## config.mk

```make
export PLATFORM = sky130hd
export DESIGN_NAME = pfs_top
export DESIGN_NICKNAME = d
export VERILOG_FILES = /design/src/pkg/pfs_pkg.sv /design/src/hdl/pfs_filt.sv /design/src/hdl/pfs_resp.sv /design/src/hdl/pfs_top.sv
export VERILOG_INCLUDE_DIRS = /design/src /design/src/pkg
export SDC_FILE = /design/constraint.sdc
export NUM_CORES = 2
export LEC_CHECK = 0
export BUFFER_PORTS_ARGS = -buffer_cell sky130_fd_sc_hd__buf_2
export CAP_MARGIN = 20
export CORE_MARGIN = 2
export CORE_UTILIZATION = 35
export DETAILED_ROUTE_END_ITERATION = 7
export GPL_ROUTABILITY_DRIVEN = 0
export PLACE_DENSITY = 0.49
export SLEW_MARGIN = 10
export SYNTH_ARGS = -nofsm -noshare
export SYNTH_HDL_FRONTEND = slang
export SYNTH_HIERARCHICAL = 1
export SYNTH_SLANG_ARGS = --single-unit
```

## constraint.sdc

```tcl
create_clock -name clk_sys -period 8 [get_ports clk_sys]
set_input_delay 0.4 -clock clk_sys [delete_from_list [all_inputs] [get_ports clk_sys]]
set_output_delay 0.4 -clock clk_sys [all_outputs]
set_load 0.05 [all_outputs]
```

## src/pkg/pfs_defs.svh

```systemverilog
// Summary of operation
// Overcurrent threshold selectable in eleven steps from 50 to 140 percent of rating.
// Overvoltage threshold 110 to 130 percent in 10 percent steps, default 130.
// Effective overvoltage trip level never falls below 1.0 volt.
// Undervoltage threshold 75 to 85 percent in 5 percent steps, default 75.
// Voltage, temperature and tracking faults request turn-off about 6 us after crossing.
// Shut down above 130 C; restart allowed only once down to 120 C. When latched, a rearm while still hot clears the thermal off for one cycle.
// Tracking, when enabled, checked only during ramp-up; trips beyond 250 mV deviation.
// Warning flag sets at 120 C and clears 3 C below that.
// Warning rises no sooner than about 6 us after exceeding its threshold.
// Power-good high inside window: lower 90 or 95 percent, upper 110 percent.
// Power-good output follows a window crossing after about 6 us.
// Each protection latching or retrying every 130 ms; default non-latching.
// Tracking protection off after power-up; same latching choices when enabled.
`ifndef PFS_DEFS_SVH
`define PFS_DEFS_SVH

// ****************************************
// Register byte offsets
// ****************************************
`define PFS_OFS_CFG     5'h00
`define PFS_OFS_SETPT   5'h04
`define PFS_OFS_RATED   5'h08
`define PFS_OFS_STATUS  5'h0C
`define PFS_OFS_MASK    5'h10
`define PFS_OFS_LIVE    5'h14

// ****************************************
// Configuration reset values and fields
// ****************************************
`define PFS_CFG_RST     32'h0000_0020
`define PFS_SETPT_RST   16'h01F4
`define PFS_RATED_RST   16'h4E20
`define PFS_NPROT       5
`define PFS_NEVT        8

// ****************************************
// Threshold scales (percent, mV, degrees C)
// ****************************************
`define PFS_OC_BASE     8'h32
`define PFS_OC_STEP     8'h09
`define PFS_OC_MAXSTEP  4'hA
`define PFS_OV_BASE     8'h6E
`define PFS_OV_STEP     8'h0A
`define PFS_UV_BASE     8'h4B
`define PFS_UV_STEP     8'h05
`define PFS_STEP_MAX2   2'h2
`define PFS_PG_LO_BASE  8'h5A
`define PFS_PG_LO_STEP  8'h05
`define PFS_PG_HI_PCT   8'h6E
`define PFS_OV_FLOOR_X100 24'h0186A0
`define PFS_TRK_MV      17'h000FA
`define PFS_OT_OFF_C    10'h082
`define PFS_OT_ON_C     10'h078
`define PFS_WARN_C      10'h078
`define PFS_WARN_HYS_C  10'h003

// ****************************************
// Timing
// ****************************************
`define PFS_CLK_NS      4
`define PFS_FILT_NS     6000
`define PFS_FILT_CYC    (`PFS_FILT_NS / `PFS_CLK_NS)
`define PFS_OC_CYC      1
`define PFS_RETRY_MS    130
`define PFS_RETRY_CYC   ((`PFS_RETRY_MS * 1000000) / `PFS_CLK_NS)

`endif

```

## src/pkg/pfs_pkg.sv

```systemverilog
package pfs_pkg;

	// Measurements from the sensing path
	typedef struct packed {
		logic [15:0]        vout_mv;
		logic [15:0]        iout_ma;
		logic signed [9:0]  temp_c;
		logic [15:0]        ref_mv;
		logic               ramp_up;
	} pfs_meas_t;

	// Software configuration word
	typedef struct packed {
		logic [16:0] unused;
		logic [4:0]  latch;
		logic        track_en;
		logic        pg_lo_step;
		logic [1:0]  uv_step;
		logic [1:0]  ov_step;
		logic [3:0]  oc_step;
	} pfs_cfg_t;

	// Fault response states, one-hot
	typedef enum logic [2:0] {
		PFS_RUN   = 3'h1,
		PFS_HOLD  = 3'h2,
		PFS_LATCH = 3'h4
	} pfs_state_t;

endpackage : pfs_pkg

```

## src/hdl/pfs_filt.sv

```systemverilog
`timescale 1ns/1ps
`default_nettype none
// ****************************************
// Stability filter: output follows input after DLY steady cycles
// ****************************************
module pfs_filt #(
	parameter int DLY = 1500
) (
	input  wire logic clk_sys,
	input  wire logic rst_n,
	input  wire logic level_in,
	output logic      level_out
);
	logic [$clog2(DLY+1)-1:0] cnt;

	// Any bounce restarts the count, so glitches never pass
	always_ff @(posedge clk_sys or negedge rst_n) begin
		if (!rst_n) begin
			cnt       <= '0;
			level_out <= 1'b0;
		end else if (level_in == level_out) begin
			cnt <= '0;
		end else if (cnt == ($clog2(DLY+1))'(DLY - 1)) begin
			cnt       <= '0;
			level_out <= level_in;
		end else begin
			cnt <= cnt + 1'b1;
		end
	end
endmodule : pfs_filt
`default_nettype wire

```

## src/hdl/pfs_resp.sv

```systemverilog
`timescale 1ns/1ps
`default_nettype none
// ****************************************
// Fault response: latch off or retry on a fixed period
// ****************************************
module pfs_resp #(
	parameter int RETRY_CYC = 32500000
) (
	input  wire logic clk_sys,
	input  wire logic rst_n,
	input  wire logic fault,
	input  wire logic latching,
	input  wire logic rearm,
	output logic      off,
	output logic      trip
);
	localparam int CW = $clog2(RETRY_CYC + 1);
	pfs_pkg::pfs_state_t state;
	pfs_pkg::pfs_state_t next_state;
	logic [CW-1:0]       cnt;
	logic                cnt_done;

	assign cnt_done = (cnt == CW'(RETRY_CYC - 1));

	// Next state; a fault still present at retry time restarts the wait
	always_comb begin
		next_state = state;
		case (state)
			pfs_pkg::PFS_RUN: begin
				if (fault)
					next_state = latching ? pfs_pkg::PFS_LATCH : pfs_pkg::PFS_HOLD;
			end
			pfs_pkg::PFS_HOLD: begin
				if (cnt_done && !fault)
					next_state = pfs_pkg::PFS_RUN;
			end
			pfs_pkg::PFS_LATCH: begin
				if (rearm)
					next_state = pfs_pkg::PFS_RUN;
			end
			default: next_state = pfs_pkg::PFS_RUN;
		endcase
	end

	// State, off flag and trip pulse
	always_ff @(posedge clk_sys or negedge rst_n) begin
		if (!rst_n) begin
			state <= pfs_pkg::PFS_RUN;
			off   <= 1'b0;
			trip  <= 1'b0;
		end else begin
			state <= next_state;
			off   <= (next_state != pfs_pkg::PFS_RUN);
			trip  <= (state == pfs_pkg::PFS_RUN) && (next_state != pfs_pkg::PFS_RUN);
		end
	end

	// Retry period counter, runs only while holding off
	always_ff @(posedge clk_sys or negedge rst_n) begin
		if (!rst_n)
			cnt <= '0;
		else if (state != pfs_pkg::PFS_HOLD || cnt_done)
			cnt <= '0;
		else
			cnt <= cnt + 1'b1;
	end
endmodule : pfs_resp
`default_nettype wire

```

## src/hdl/pfs_top.sv

```systemverilog
`timescale 1ns/1ps
`default_nettype none
`include "pfs_defs.svh"
// ****************************************
// Point-of-load fault supervisor
// ****************************************
module pfs_top #(
	parameter int RETRY_CYC = `PFS_RETRY_CYC,
	parameter int FILT_CYC  = `PFS_FILT_CYC,
	parameter int OC_CYC    = `PFS_OC_CYC
) (
	input  wire logic              clk_sys,
	input  wire logic              rst_n,
	input  wire pfs_pkg::pfs_meas_t meas,
	input  wire logic [4:0]        avs_address,
	input  wire logic              avs_read,
	input  wire logic              avs_write,
	input  wire logic [31:0]       avs_writedata,
	input  wire logic [3:0]        avs_byteenable,
	output logic [31:0]            avs_readdata,
	output logic                   avs_waitrequest,
	output logic                   turn_off_req,
	output logic                   power_good_out,
	output logic                   ot_warn,
	output logic                   irq
);
	// ****************************************
	// Helper functions
	// ****************************************

	// Scale a millivolt or milliamp value by a percentage (x100 domain)
	function automatic logic [23:0] mul_pct(
		input logic [15:0] val,
		input logic [7:0]  pct
	);
		mul_pct = 24'(val) * 24'(pct);
	endfunction : mul_pct

	// Scale a value by 100 so it compares against mul_pct results
	function automatic logic [23:0] x100(
		input logic [15:0] val
	);
		x100 = 24'(val) * 24'h000064;
	endfunction : x100

	// Byte-lane merge for writes
	function automatic logic [31:0] be_merge(
		input logic [31:0] old_v,
		input logic [31:0] new_v,
		input logic [3:0]  be
	);
		logic [31:0] r;
		r = old_v;
		for (int i = 0; i < 4; i++) begin
			if (be[i])
				r[i*8 +: 8] = new_v[i*8 +: 8];
		end
		be_merge = r;
	endfunction : be_merge

	// ****************************************
	// Register state
	// ****************************************
	pfs_pkg::pfs_cfg_t       cfg;
	logic [15:0]             setpt_mv;
	logic [15:0]             rated_ma;
	logic [`PFS_NEVT-1:0]    status;
	logic [`PFS_NEVT-1:0]    mask;
	logic                    wr_ack;
	logic                    rd_ack;
	logic                    rearm;
	logic [`PFS_NEVT-1:0]    evt;

	assign wr_ack = avs_write && !avs_waitrequest;
	assign rd_ack = avs_read && !avs_waitrequest;

	// ****************************************
	// Threshold computation
	// ****************************************
	logic [7:0]  oc_pct;
	logic [7:0]  ov_pct;
	logic [7:0]  uv_pct;
	logic [7:0]  pg_lo_pct;
	logic [3:0]  oc_step_c;
	logic [1:0]  ov_step_c;
	logic [1:0]  uv_step_c;
	logic [23:0] ov_lvl;
	logic [23:0] ov_lvl_raw;
	logic [23:0] vout_x;

	// Out-of-range steps clamp to the top step rather than wrapping
	assign oc_step_c = (cfg.oc_step > `PFS_OC_MAXSTEP) ? `PFS_OC_MAXSTEP : cfg.oc_step;
	assign ov_step_c = (cfg.ov_step > `PFS_STEP_MAX2) ? `PFS_STEP_MAX2 : cfg.ov_step;
	assign uv_step_c = (cfg.uv_step > `PFS_STEP_MAX2) ? `PFS_STEP_MAX2 : cfg.uv_step;

	// Percent per setting
	assign oc_pct    = `PFS_OC_BASE + 8'(oc_step_c) * `PFS_OC_STEP;
	assign ov_pct    = `PFS_OV_BASE + 8'(ov_step_c) * `PFS_OV_STEP;
	assign uv_pct    = `PFS_UV_BASE + 8'(uv_step_c) * `PFS_UV_STEP;
	assign pg_lo_pct = `PFS_PG_LO_BASE + (cfg.pg_lo_step ? `PFS_PG_LO_STEP : 8'h00);

	// Overvoltage level floored at one volt for low setpoints
	assign ov_lvl_raw = mul_pct(setpt_mv, ov_pct);
	assign ov_lvl     = (ov_lvl_raw < `PFS_OV_FLOOR_X100) ? `PFS_OV_FLOOR_X100 : ov_lvl_raw;
	assign vout_x     = x100(meas.vout_mv);

	// ****************************************
	// Raw comparators
	// ****************************************
	logic               oc_raw;
	logic               overvoltage_trip;
	logic               uv_raw;
	logic               trk_raw;
	logic               power_window_ok;
	logic               ot_hot;
	logic               warn_hot;
	logic signed [16:0] trk_dev;

	assign oc_raw           = x100(meas.iout_ma) > mul_pct(rated_ma, oc_pct);
	assign overvoltage_trip = vout_x > ov_lvl;
	assign uv_raw           = vout_x < mul_pct(setpt_mv, uv_pct);

	// Window check for power good
	assign power_window_ok = (vout_x >= mul_pct(setpt_mv, pg_lo_pct))
		&& (vout_x <= mul_pct(setpt_mv, `PFS_PG_HI_PCT));

	// Tracking looked at only during ramp-up and only if enabled
	assign trk_dev = $signed({1'b0, meas.vout_mv}) - $signed({1'b0, meas.ref_mv});
	assign trk_raw = cfg.track_en && meas.ramp_up
		&& ((trk_dev > $signed(`PFS_TRK_MV))
		|| (trk_dev < -$signed(`PFS_TRK_MV)));

	// Shutdown hysteresis: hot above 130 C, cool again at 120 C
	always_ff @(posedge clk_sys or negedge rst_n) begin
		if (!rst_n)
			ot_hot <= 1'b0;
		else if (meas.temp_c > $signed(`PFS_OT_OFF_C))
			ot_hot <= 1'b1;
		else if (meas.temp_c <= $signed(`PFS_OT_ON_C))
			ot_hot <= 1'b0;
	end

	// Warning comparator, always running with 3 C hysteresis
	always_ff @(posedge clk_sys or negedge rst_n) begin
		if (!rst_n)
			warn_hot <= 1'b0;
		else if (meas.temp_c >= $signed(`PFS_WARN_C))
			warn_hot <= 1'b1;
		else if (meas.temp_c <= $signed(`PFS_WARN_C - `PFS_WARN_HYS_C))
			warn_hot <= 1'b0;
	end

	// ****************************************
	// Delay filters
	// ****************************************
	logic [`PFS_NPROT-1:0] raw_vec;
	logic [`PFS_NPROT-1:0] flt_vec;
	logic                  warn_flt;
	logic                  pg_flt;

	// Order: overcurrent, overvoltage, undervoltage, overtemperature, tracking
	assign raw_vec = {
		trk_raw,
		ot_hot,
		uv_raw,
		overvoltage_trip,
		oc_raw
	};

	// Overcurrent has no stated delay, so it uses its own short count
	pfs_filt #(.DLY(OC_CYC)) u_filt_oc (
		.clk_sys   (clk_sys),
		.rst_n     (rst_n),
		.level_in  (raw_vec[0]),
		.level_out (flt_vec[0])
	);

	// Six microsecond filters on the other protections
	generate
		for (genvar g = 1; g < `PFS_NPROT; g++) begin : g_filt
			pfs_filt #(.DLY(FILT_CYC)) u_filt (
				.clk_sys   (clk_sys),
				.rst_n     (rst_n),
				.level_in  (raw_vec[g]),
				.level_out (flt_vec[g])
			);
		end
	endgenerate

	// Warning filter holds off the flag for the full delay
	pfs_filt #(.DLY(FILT_CYC)) u_filt_warn (
		.clk_sys   (clk_sys),
		.rst_n     (rst_n),
		.level_in  (warn_hot),
		.level_out (warn_flt)
	);

	// Power-good window filter, both directions
	pfs_filt #(.DLY(FILT_CYC)) u_filt_pg (
		.clk_sys   (clk_sys),
		.rst_n     (rst_n),
		.level_in  (power_window_ok),
		.level_out (pg_flt)
	);

	// ****************************************
	// Fault responses
	// ****************************************
	logic [`PFS_NPROT-1:0] off_vec;
	logic [`PFS_NPROT-1:0] trip_vec;

	// One response engine per protection; cooling gates the thermal retry, a rearm releases a latched thermal trip for one cycle even when hot
	generate
		for (genvar g = 0; g < `PFS_NPROT; g++) begin : g_resp
			pfs_resp #(.RETRY_CYC(RETRY_CYC)) u_resp (
				.clk_sys  (clk_sys),
				.rst_n    (rst_n),
				.fault    (flt_vec[g]),
				.latching (cfg.latch[g]),
				.rearm    (rearm),
				.off      (off_vec[g]),
				.trip     (trip_vec[g])
			);
		end
	endgenerate

	// ****************************************
	// Outputs
	// ****************************************
	logic warn_q;
	logic pg_q;

	// Turn-off request, warning and power good from flops
	always_ff @(posedge clk_sys or negedge rst_n) begin
		if (!rst_n) begin
			turn_off_req   <= 1'b0;
			ot_warn        <= 1'b0;
			power_good_out <= 1'b0;
		end else begin
			turn_off_req   <= |off_vec;
			ot_warn        <= warn_flt;
			power_good_out <= pg_flt;
		end
	end

	// Previous levels for edge events
	always_ff @(posedge clk_sys or negedge rst_n) begin
		if (!rst_n) begin
			warn_q <= 1'b0;
			pg_q   <= 1'b0;
		end else begin
			warn_q <= warn_flt;
			pg_q   <= pg_flt;
		end
	end

	// Event vector: trips, warning rise, power-good fall and rise
	assign evt = {
		pg_flt & ~pg_q,
		~pg_flt & pg_q,
		warn_flt & ~warn_q,
		trip_vec
	};

	// ****************************************
	// Avalon-MM slave
	// ****************************************

	// One wait cycle per access; keeps readdata registered
	always_ff @(posedge clk_sys or negedge rst_n) begin
		if (!rst_n)
			avs_waitrequest <= 1'b1;
		else if ((avs_read || avs_write) && avs_waitrequest)
			avs_waitrequest <= 1'b0;
		else
			avs_waitrequest <= 1'b1;
	end

	// Configuration writes; any write to it rearms latched faults
	always_ff @(posedge clk_sys or negedge rst_n) begin
		if (!rst_n) begin
			cfg      <= pfs_pkg::pfs_cfg_t'(`PFS_CFG_RST);
			setpt_mv <= `PFS_SETPT_RST;
			rated_ma <= `PFS_RATED_RST;
			mask     <= '0;
			rearm    <= 1'b0;
		end else begin
			rearm <= 1'b0;
			if (wr_ack && avs_address == `PFS_OFS_CFG) begin
				cfg   <= pfs_pkg::pfs_cfg_t'(be_merge(32'(cfg), avs_writedata, avs_byteenable));
				rearm <= 1'b1;
			end else if (wr_ack && avs_address == `PFS_OFS_SETPT) begin
				setpt_mv <= 16'(be_merge(32'(setpt_mv), avs_writedata, avs_byteenable));
			end else if (wr_ack && avs_address == `PFS_OFS_RATED) begin
				rated_ma <= 16'(be_merge(32'(rated_ma), avs_writedata, avs_byteenable));
			end else if (wr_ack && avs_address == `PFS_OFS_MASK) begin
				mask <= `PFS_NEVT'(be_merge(32'(mask), avs_writedata, avs_byteenable));
			end
		end
	end

	// Sticky status, cleared by read; a same-cycle event survives the clear
	always_ff @(posedge clk_sys or negedge rst_n) begin
		if (!rst_n)
			status <= '0;
		else if (rd_ack && avs_address == `PFS_OFS_STATUS)
			status <= evt;
		else
			status <= status | evt;
	end

	// Read data latched while waitrequest is still high
	always_ff @(posedge clk_sys or negedge rst_n) begin
		if (!rst_n) begin
			avs_readdata <= '0;
		end else if (avs_read && avs_waitrequest) begin
			if (avs_address == `PFS_OFS_CFG)
				avs_readdata <= 32'(cfg);
			else if (avs_address == `PFS_OFS_SETPT)
				avs_readdata <= 32'(setpt_mv);
			else if (avs_address == `PFS_OFS_RATED)
				avs_readdata <= 32'(rated_ma);
			else if (avs_address == `PFS_OFS_STATUS)
				avs_readdata <= 32'(status);
			else if (avs_address == `PFS_OFS_MASK)
				avs_readdata <= 32'(mask);
			else if (avs_address == `PFS_OFS_LIVE)
				avs_readdata <= 32'({
					turn_off_req,
					power_good_out,
					ot_warn,
					off_vec
				});
			else
				avs_readdata <= '0;
		end
	end

	// Level interrupt from unmasked sticky bits
	always_ff @(posedge clk_sys or negedge rst_n) begin
		if (!rst_n)
			irq <= 1'b0;
		else
			irq <= |(status & mask);
	end
endmodule : pfs_top
`default_nettype wire

```

Yosys cells after proc, flatten, opt, wreduce, memory -nomap -nowiden
Index checks and enable logic that the tools add are counted.

Equal/unequal tests: 48. Reduce and logical (&&, ||, !) cells: 56. $mul: 10. Bitwise logic cells: 19. Add/sub/neg operators: 17. Multiplexer cells: 62. Order comparisons: 15.

Operators with widths (count): 2-to-1 mux 11 bit (12); adder 25 x 1 -> 25 bit (second input constant) (5); equality test 25 bit (second input constant) (5); 2-to-1 mux 25 bit (5); multiplier 16 x 8 -> 24 bit (4); adder 11 x 1 -> 11 bit (second input constant) (6); equality test 11 bit (second input constant) (6); 2-to-1 mux 3 bit (21); greater-than comparator 23 x 24 -> 1 bit (2); case mux 3 bit (3 select lines) (5); multiplier 16 x 5 -> 21 bit (second input constant) (2); 2-to-1 mux 16 bit (2); 2-to-1 mux 32 bit (1); 2-to-1 mux 8 bit (4); greater-or-equal comparator 23 x 24 -> 1 bit (1); < comparator 23 x 24 -> 1 bit (1); < comparator 24 x 17 -> 1 bit (second input constant) (1); 2-to-1 mux 24 bit (1); less-or-equal comparator 23 bit (1); logical AND 1 bit (22); multiplier 16 x 6 -> 22 bit (second input constant) (1); AND reduction 2 bit (11); less-or-equal comparator 10 x 8 -> 1 bit (second input constant) (2); greater-than comparator 17 x 9 -> 1 bit (second input constant) (1); other kinds (38) (105).

Logic and storage cells: 285. Output and inout bits: 37. Bits of input ports: 104. Flip-flop bits (word level): 344.

Longest topological paths before layout
Depth after elaboration: 11. Depth in mapped cells: 37. Gate-level depth less buffers: 34.

Modules after synthesis
Netlist, hierarchy kept.

Modules (own cells, without submodules): pfs_top (times used 1, sequential area each 3019.1 um^2, area each 26635.5 um^2, cells each 3023); pfs_resp (times used 5, sequential area each 752.0 um^2, area each 1486.4 um^2, cells each 154); pfs_filt at g_filt[1].u_filt ... (times used 6, sequential area each 300.3 um^2, area each 603.1 um^2, cells each 56); pfs_filt at u_filt_oc (times used 1, sequential area each 25.0 um^2, area each 28.8 um^2, cells each 2).

Worst setup path after synthesis
No wires, ideal clock.

Kind: register to register. From: reg cfg[3] in the netlist's numbering. To: reg u_filt_oc.level_out. Arrival: 7.873 ns. Stages on the path, launching flop included: 37. Clock period less this slack: 7.988 ns. Setup slack: 0.012 ns. Data required time: 7.885 ns. Path buffers: 4. Library setup time: 0.115 ns. Path through: dfrtp_1 -> a21oi_1 -> clkbuf_1 -> inv_1 -> ha_1 -> clkbuf_1 -> inv_1 -> ha_1 -> a41o_1 -> nand2_1 -> xnor2_1 -> clkbuf_1 -> nand2_1 -> fa_1 -> fa_1 -> fa_1 -> fa_1 -> inv_1 -> ha_1 -> a2111oi_0 -> o21ai_0 -> a31o_2 -> a21oi_1 -> o31a_1 -> a21oi_1 -> a21oi_1 -> xor2_1 -> ha_1 -> a21oi_1 -> nor2b_1 -> o21ai_0 -> nand2b_1 -> a21oi_1 -> nand2_1 -> a21oi_1 -> nor3_1 -> clkbuf_1.

Longest elaborated chain between the ends: 9.

Ends and longest elaborated chain: start: declaration (line pfs_top.sv:64) `pfs_pkg::pfs_cfg_t cfg;`; start signal: assignment (line pfs_top.sv:282) `` cfg <= pfs_pkg::pfs_cfg_t'(`PFS_CFG_RST); ``; start signal: assignment (line pfs_top.sv:290) `cfg <= pfs_pkg::pfs_cfg_t'(be_merge(32'(cfg), avs_writedata, avs_byteenable));`; greater-than comparator 4 bit (no source line); 2-to-1 mux 4 bit (*) (line pfs_top.sv:92) `` assign oc_step_c = (cfg.oc_step > `PFS_OC_MAXSTEP) ? `PFS_OC_MAXSTEP : cfg.oc_step; ``; multiplier 4 x 4 -> 8 bit (no source line) (*); adder 6 x 8 -> 8 bit (no source line) (*); multiplier 16 x 8 -> 24 bit (*) (line pfs_top.sv:36) `mul_pct = 24'(val) * 24'(pct);`; greater-than comparator 23 x 24 -> 1 bit (*) (line pfs_top.sv:119) `assign oc_raw = x100(meas.iout_ma) > mul_pct(rated_ma, oc_pct);`; named net oc_raw (line pfs_top.sv:110) `logic oc_raw;`; equality test 1 bit (line pfs_filt.sv:21) `end else if (level_in == level_out) begin`; NOT 1 bit (no source line); AND reduction 2 bit (no source line); end signal: assignment (line pfs_filt.sv:25) `level_out <= level_in;`; end: declaration (line pfs_filt.sv:12) `output logic level_out`.

The timed path passes the listed nets; every way through them passes the cells marked *. A chain may end at the register's enable or synchronous reset.

Final worst setup path
From: reg setpt_mv[5]. To: reg g_filt[1].u_filt.cnt[7].

Longest elaborated chain between the ends: 6.

Ends and longest elaborated chain: start: declaration (line pfs_top.sv:65) `logic [15:0] setpt_mv;`; start signal: assignment (line pfs_top.sv:283) `` setpt_mv <= `PFS_SETPT_RST; ``; start signal: assignment (line pfs_top.sv:293) `setpt_mv <= 16'(be_merge(32'(setpt_mv), avs_writedata, avs_byteenable));`; multiplier 16 x 8 -> 24 bit (*) (line pfs_top.sv:36); < comparator 24 x 17 -> 1 bit (no source line); 2-to-1 mux 24 bit (*) (line pfs_top.sv:104) `` assign ov_lvl = (ov_lvl_raw < `PFS_OV_FLOOR_X100) ? `PFS_OV_FLOOR_X100 : ov_lvl_raw; ``; greater-than comparator 23 x 24 -> 1 bit (*) (line pfs_top.sv:120) `assign overvoltage_trip = vout_x > ov_lvl;`; named net overvoltage_trip (line pfs_top.sv:111) `logic overvoltage_trip;`; equality test 1 bit (*) (line pfs_filt.sv:21); 2-to-1 mux 11 bit (*) (line pfs_filt.sv:21); end signal: assignment (line pfs_filt.sv:27) `cnt <= cnt + 1'b1;`; end: declaration (line pfs_filt.sv:14) `logic [$clog2(DLY+1)-1:0] cnt;`.

Marked as above.

==> impl_summary.md <==
Worst hold path
The worst hold path begins at avs_writedata[30]. Along the worst hold path, the cell count comes to 2. The worst hold path belongs to the class in2reg.

GRT
In the global route stage, met3 resource usage came out at 0.01903. The met1 track utilization from global routing is 0.2623. The global-route wire length before repair is between 150 and 200 mm. The global routing stage identified its most utilized layer as met2. For met2 alone, demand over resource in global routing was 0.2741. The global-route usage over all layers is 0.1767. The number of antenna violations at the first check in global routing came to 5.

Entering global routing, the biggest net connects ~120 pins. The total congestion overflow is 0. The number of global-route vias before repair is ~29000.

Cells and area
The library cell used most frequently in the layout, excluding fill and tap cells, is inv_1. The post-synthesis to final-layout area growth is 12.67%. The layout net count is between 5000 and 6000. Excluding fillers, the count of instances in the completed layout stands at about 5800. The finished cells cover roughly 42000 um^2. The post-route core utilization is 0.3975. In the final layout, the share of cells above drive strength 1 is 0.1257.

The top cell types in the final layout, fill and taps aside, are inv_1 (605), ha_1 (485), dfrtp_1 (323), fa_1 (312), nand2_1 (294).

Worst setup path
The capturing element type of the critical path is a flop. The arrival time of the worst setup path is 8.28 ns. The longest individual stage delay on the worst path is around 0.57 ns. For the worst setup path, the data required time is approximately 8.5 ns. In this run the worst path has a maximum fanout of 8. The worst register-to-register path begins at setpt_mv[5].

The startpoint type of the worst setup path is a flop. In this run the worst setup path begins at setpt_mv[5]. The most used cell along the critical path is fa_1. The slowest stage of the critical path belongs to the cell fa_1. The critical path in this run is classified as reg2reg.

The number of cells traversed by the worst register-to-register path is 28.

Synth
In this run, synthesis produced a sequential element count of approximately 340. Counting flops with a built-in enable in the synthesized netlist gives 0. Counting every net in the synthesized netlist gives 5041. The most instantiated flip-flop cell in the synthesis netlist is dfrtp_1.

The area share of the largest cell type after synthesis is 0.2156. Yosys mapped the design onto a little under 80 distinct sky130hd cell types. The async set-or-reset flop fraction in the synthesized netlist is 1.000. A synthesized cell averages 9.130 um^2.

The post-synthesis instance area is around 38000 um^2. In the synthesized netlist, the number of instances is about 4100. The cell accounting for the most synthesized area is dfrtp_1.

Sorting the synthesized cells by area gives the leading types as dfrtp_1 (22%), fa_1 (17%), ha_1 (16%). During synthesis, Yosys emitted a total of 6 warnings. The sequential element share of the synthesized area is 0.2282.

Place
The placed cell area is 40440 um^2. In this run, placement finished with an instance count of 5660. The count of input and output buffers is 140. Once detailed placement completed, the half-perimeter wirelength came to about 77 mm.

Route
The count of routing violations after the opening detailed-route iteration is ~1500. In the final routed layout, each cell accounts on average for 16.87 um. For this block, the via count after detailed routing is between 20000 and 30000. The count of nets left with antenna violations once routing finished came out at 0. Wires add up to 97.06 mm.

The average vias per placed instance is roughly 5.0. In the routed design, unresolved DRC markers number 0. The pre-antenna-repair detailed-routing pass consisted of 6 iterations.

STA
The worst slew margin relative to its limit is 0.3452. The number of setup violations in the final report is 0. The number of endpoints with negative hold slack in the final report was 0.

The routed design could run at a clock period as short as roughly 7.8 ns. In the finished design, the share of the clock period the worst path needs comes to 0.9740. The fmax is 0.1283 GHz.

The post-route setup TNS is 0 ns. For the final database, setup skew stands at between 0.02 and 0.03 ns. Setup repair after global routing could not meet its margin everywhere. The count of final max-slew check failures is 0. For the pin with the worst max-slew slack, the measured transition is 0.9752 ns.

Clock network
CTS placed an instance of clkbuf_16 at the clock tree root. After clock tree synthesis, the clock-pin slew on the worst setup and hold paths is ~0.070 ns. TritonCTS built the clock tree.

The CTS sink count is around 340. The clock tree synthesis step divided the H-tree into 2 levels. No sink is reached through more buffers than the 3 on the longest clock path. The number of buffers inserted during clock tree synthesis is 42. Clock latency on the worst-skew pair, taken at its later pin, is slightly below 0.6 ns.

Run status
The run finished with clean final reports.

Floorplanning
The initial cell density of the core is 0.3528. The die is 332.3 um wide. The row count is 120. After floorplanning, the core was sized to cover roughly 110000 um^2. Measured along the y axis, the die boundary spans 332.3 um. During I/O placement, the number of pins put on the boundary was 141. The die covers ~110000 um^2.

Job
Max-cap violations in this run came to 0.
[synth_stat cells (all sizes together), types with 19 or more instances]
| cell | n |
|---|---|
| nand3 | 111 |
| ha | 492 |
| xor2 | 118 |
| nand2b | 46 |
| mux2 | 73 |
| o21a | 20 |
| or3 | 73 |
| a21oi | 228 |
| nor2b | 35 |
| or4 | 51 |
| o31ai | 49 |
| and4 | 19 |
| and3 | 32 |
| fa | 314 |
| clkbuf | 90 |
| nor3 | 59 |
| a21o | 66 |
| a221oi | 19 |
| nor2 | 250 |
| inv | 609 |
| and2 | 151 |
| dfrtp | 325 |
| o21ai | 178 |
| xnor2 | 90 |
| nand2 | 296 |
| buf | 30 |
| nand4 | 73 |
[area by class of cell]
cell class	instances	area, um^2
Sequential cell	343	8608
Tap cell	1403	1755
Timing Repair Buffer	261	1700
Antenna cell	1	2.502
Clock buffer	57	1177
Fill cell	10893	64410
Multi-Input combinational cell	3060	26670
Clock inverter	20	289.0
Inverter	609	2286
[cells by family (layout without fill, tap and decap cells)]
logic type,count (synthesis),in the layout,synth area share
compound gates,707,708,0.1197
xor+xnor,208,208,0.04830
fa+ha+maj,806,806,0.3299
buf+inv,729,947,0.07547
flops,343,343,0.2282
mux,75,75,0.02233
other cells,1,2,0.00009943
simple gates,1262,1262,0.1760
[per-layer routing]
layer	vias up	routed length, um
met1	14042	49150
met2	305	42960
met5	-	0
li1	14409	-
met4	0	2288
met3	84	2658
[critical path: cells and delay by family (launching register included)]
kind | cells | cell delay (ns)
AO/OA/AOI/OAI | 10 | 2.03
XOR/XNOR | 2 | 0.46
adder cells (fa/ha/maj) | 6 | 2.59
buffers and inverters | 3 | 0.24
flip-flops | 1 | 0.55
AND/OR/NAND/NOR | 7 | 1.84
[flip-flops by register name, summed over array words and instances (netlist names), 4 cells and up]
signal / count
g_resp.u_resp/cnt: 125
g_filt.u_filt/cnt: 44
avs_readdata: 32
cfg: 32
rated_ma: 16
setpt_mv: 16
g_resp.u_resp/state: 15
u_filt_pg/cnt: 11
u_filt_warn/cnt: 11
mask: 8
status: 8
g_resp.u_resp/off: 5
g_resp.u_resp/trip: 5
g_filt.u_filt/level_out: 4
[final timing paths]
path	endpoint	slack [ns]
min	cfg[30]	0.04
min in group asynchronous	u_filt_warn/cnt[9]	0.45
min reg2reg	status[0]	0.42
max reg2reg	g_filt[1].u_filt/cnt[7]	0.21
max in group asynchronous	setpt_mv[0]	6.04
max	g_filt[1].u_filt/cnt[7]	0.21
[metrics by stage]
| stage | hold WS, ns | setup slack [ns] |
|---|---|---|
| after floorplan | 0.1044 | 0.01211 |
| after global placement | 0.4068 | -0.06236 |
| after detailed placement | 0.4124 | -0.1630 |
| after CTS | 0.009309 | 0.01660 |
| after global routing | 0.02979 | -0.09800 |
| final | 0.04324 | 0.2079 |
[timing repair]
action	4_1_cts	5_1_grt
resized for setup	6	77
endpoints found under the hold margin	113	0
cloned	1	0
buffers inserted	5	6
pin swaps	3	41
hold buffers	4	0
setup endpoints to repair	11	36
Power is left out: the tool's default activity adds up to more than one toggle a clock period on the data nets, which glitch-free logic cannot reach.
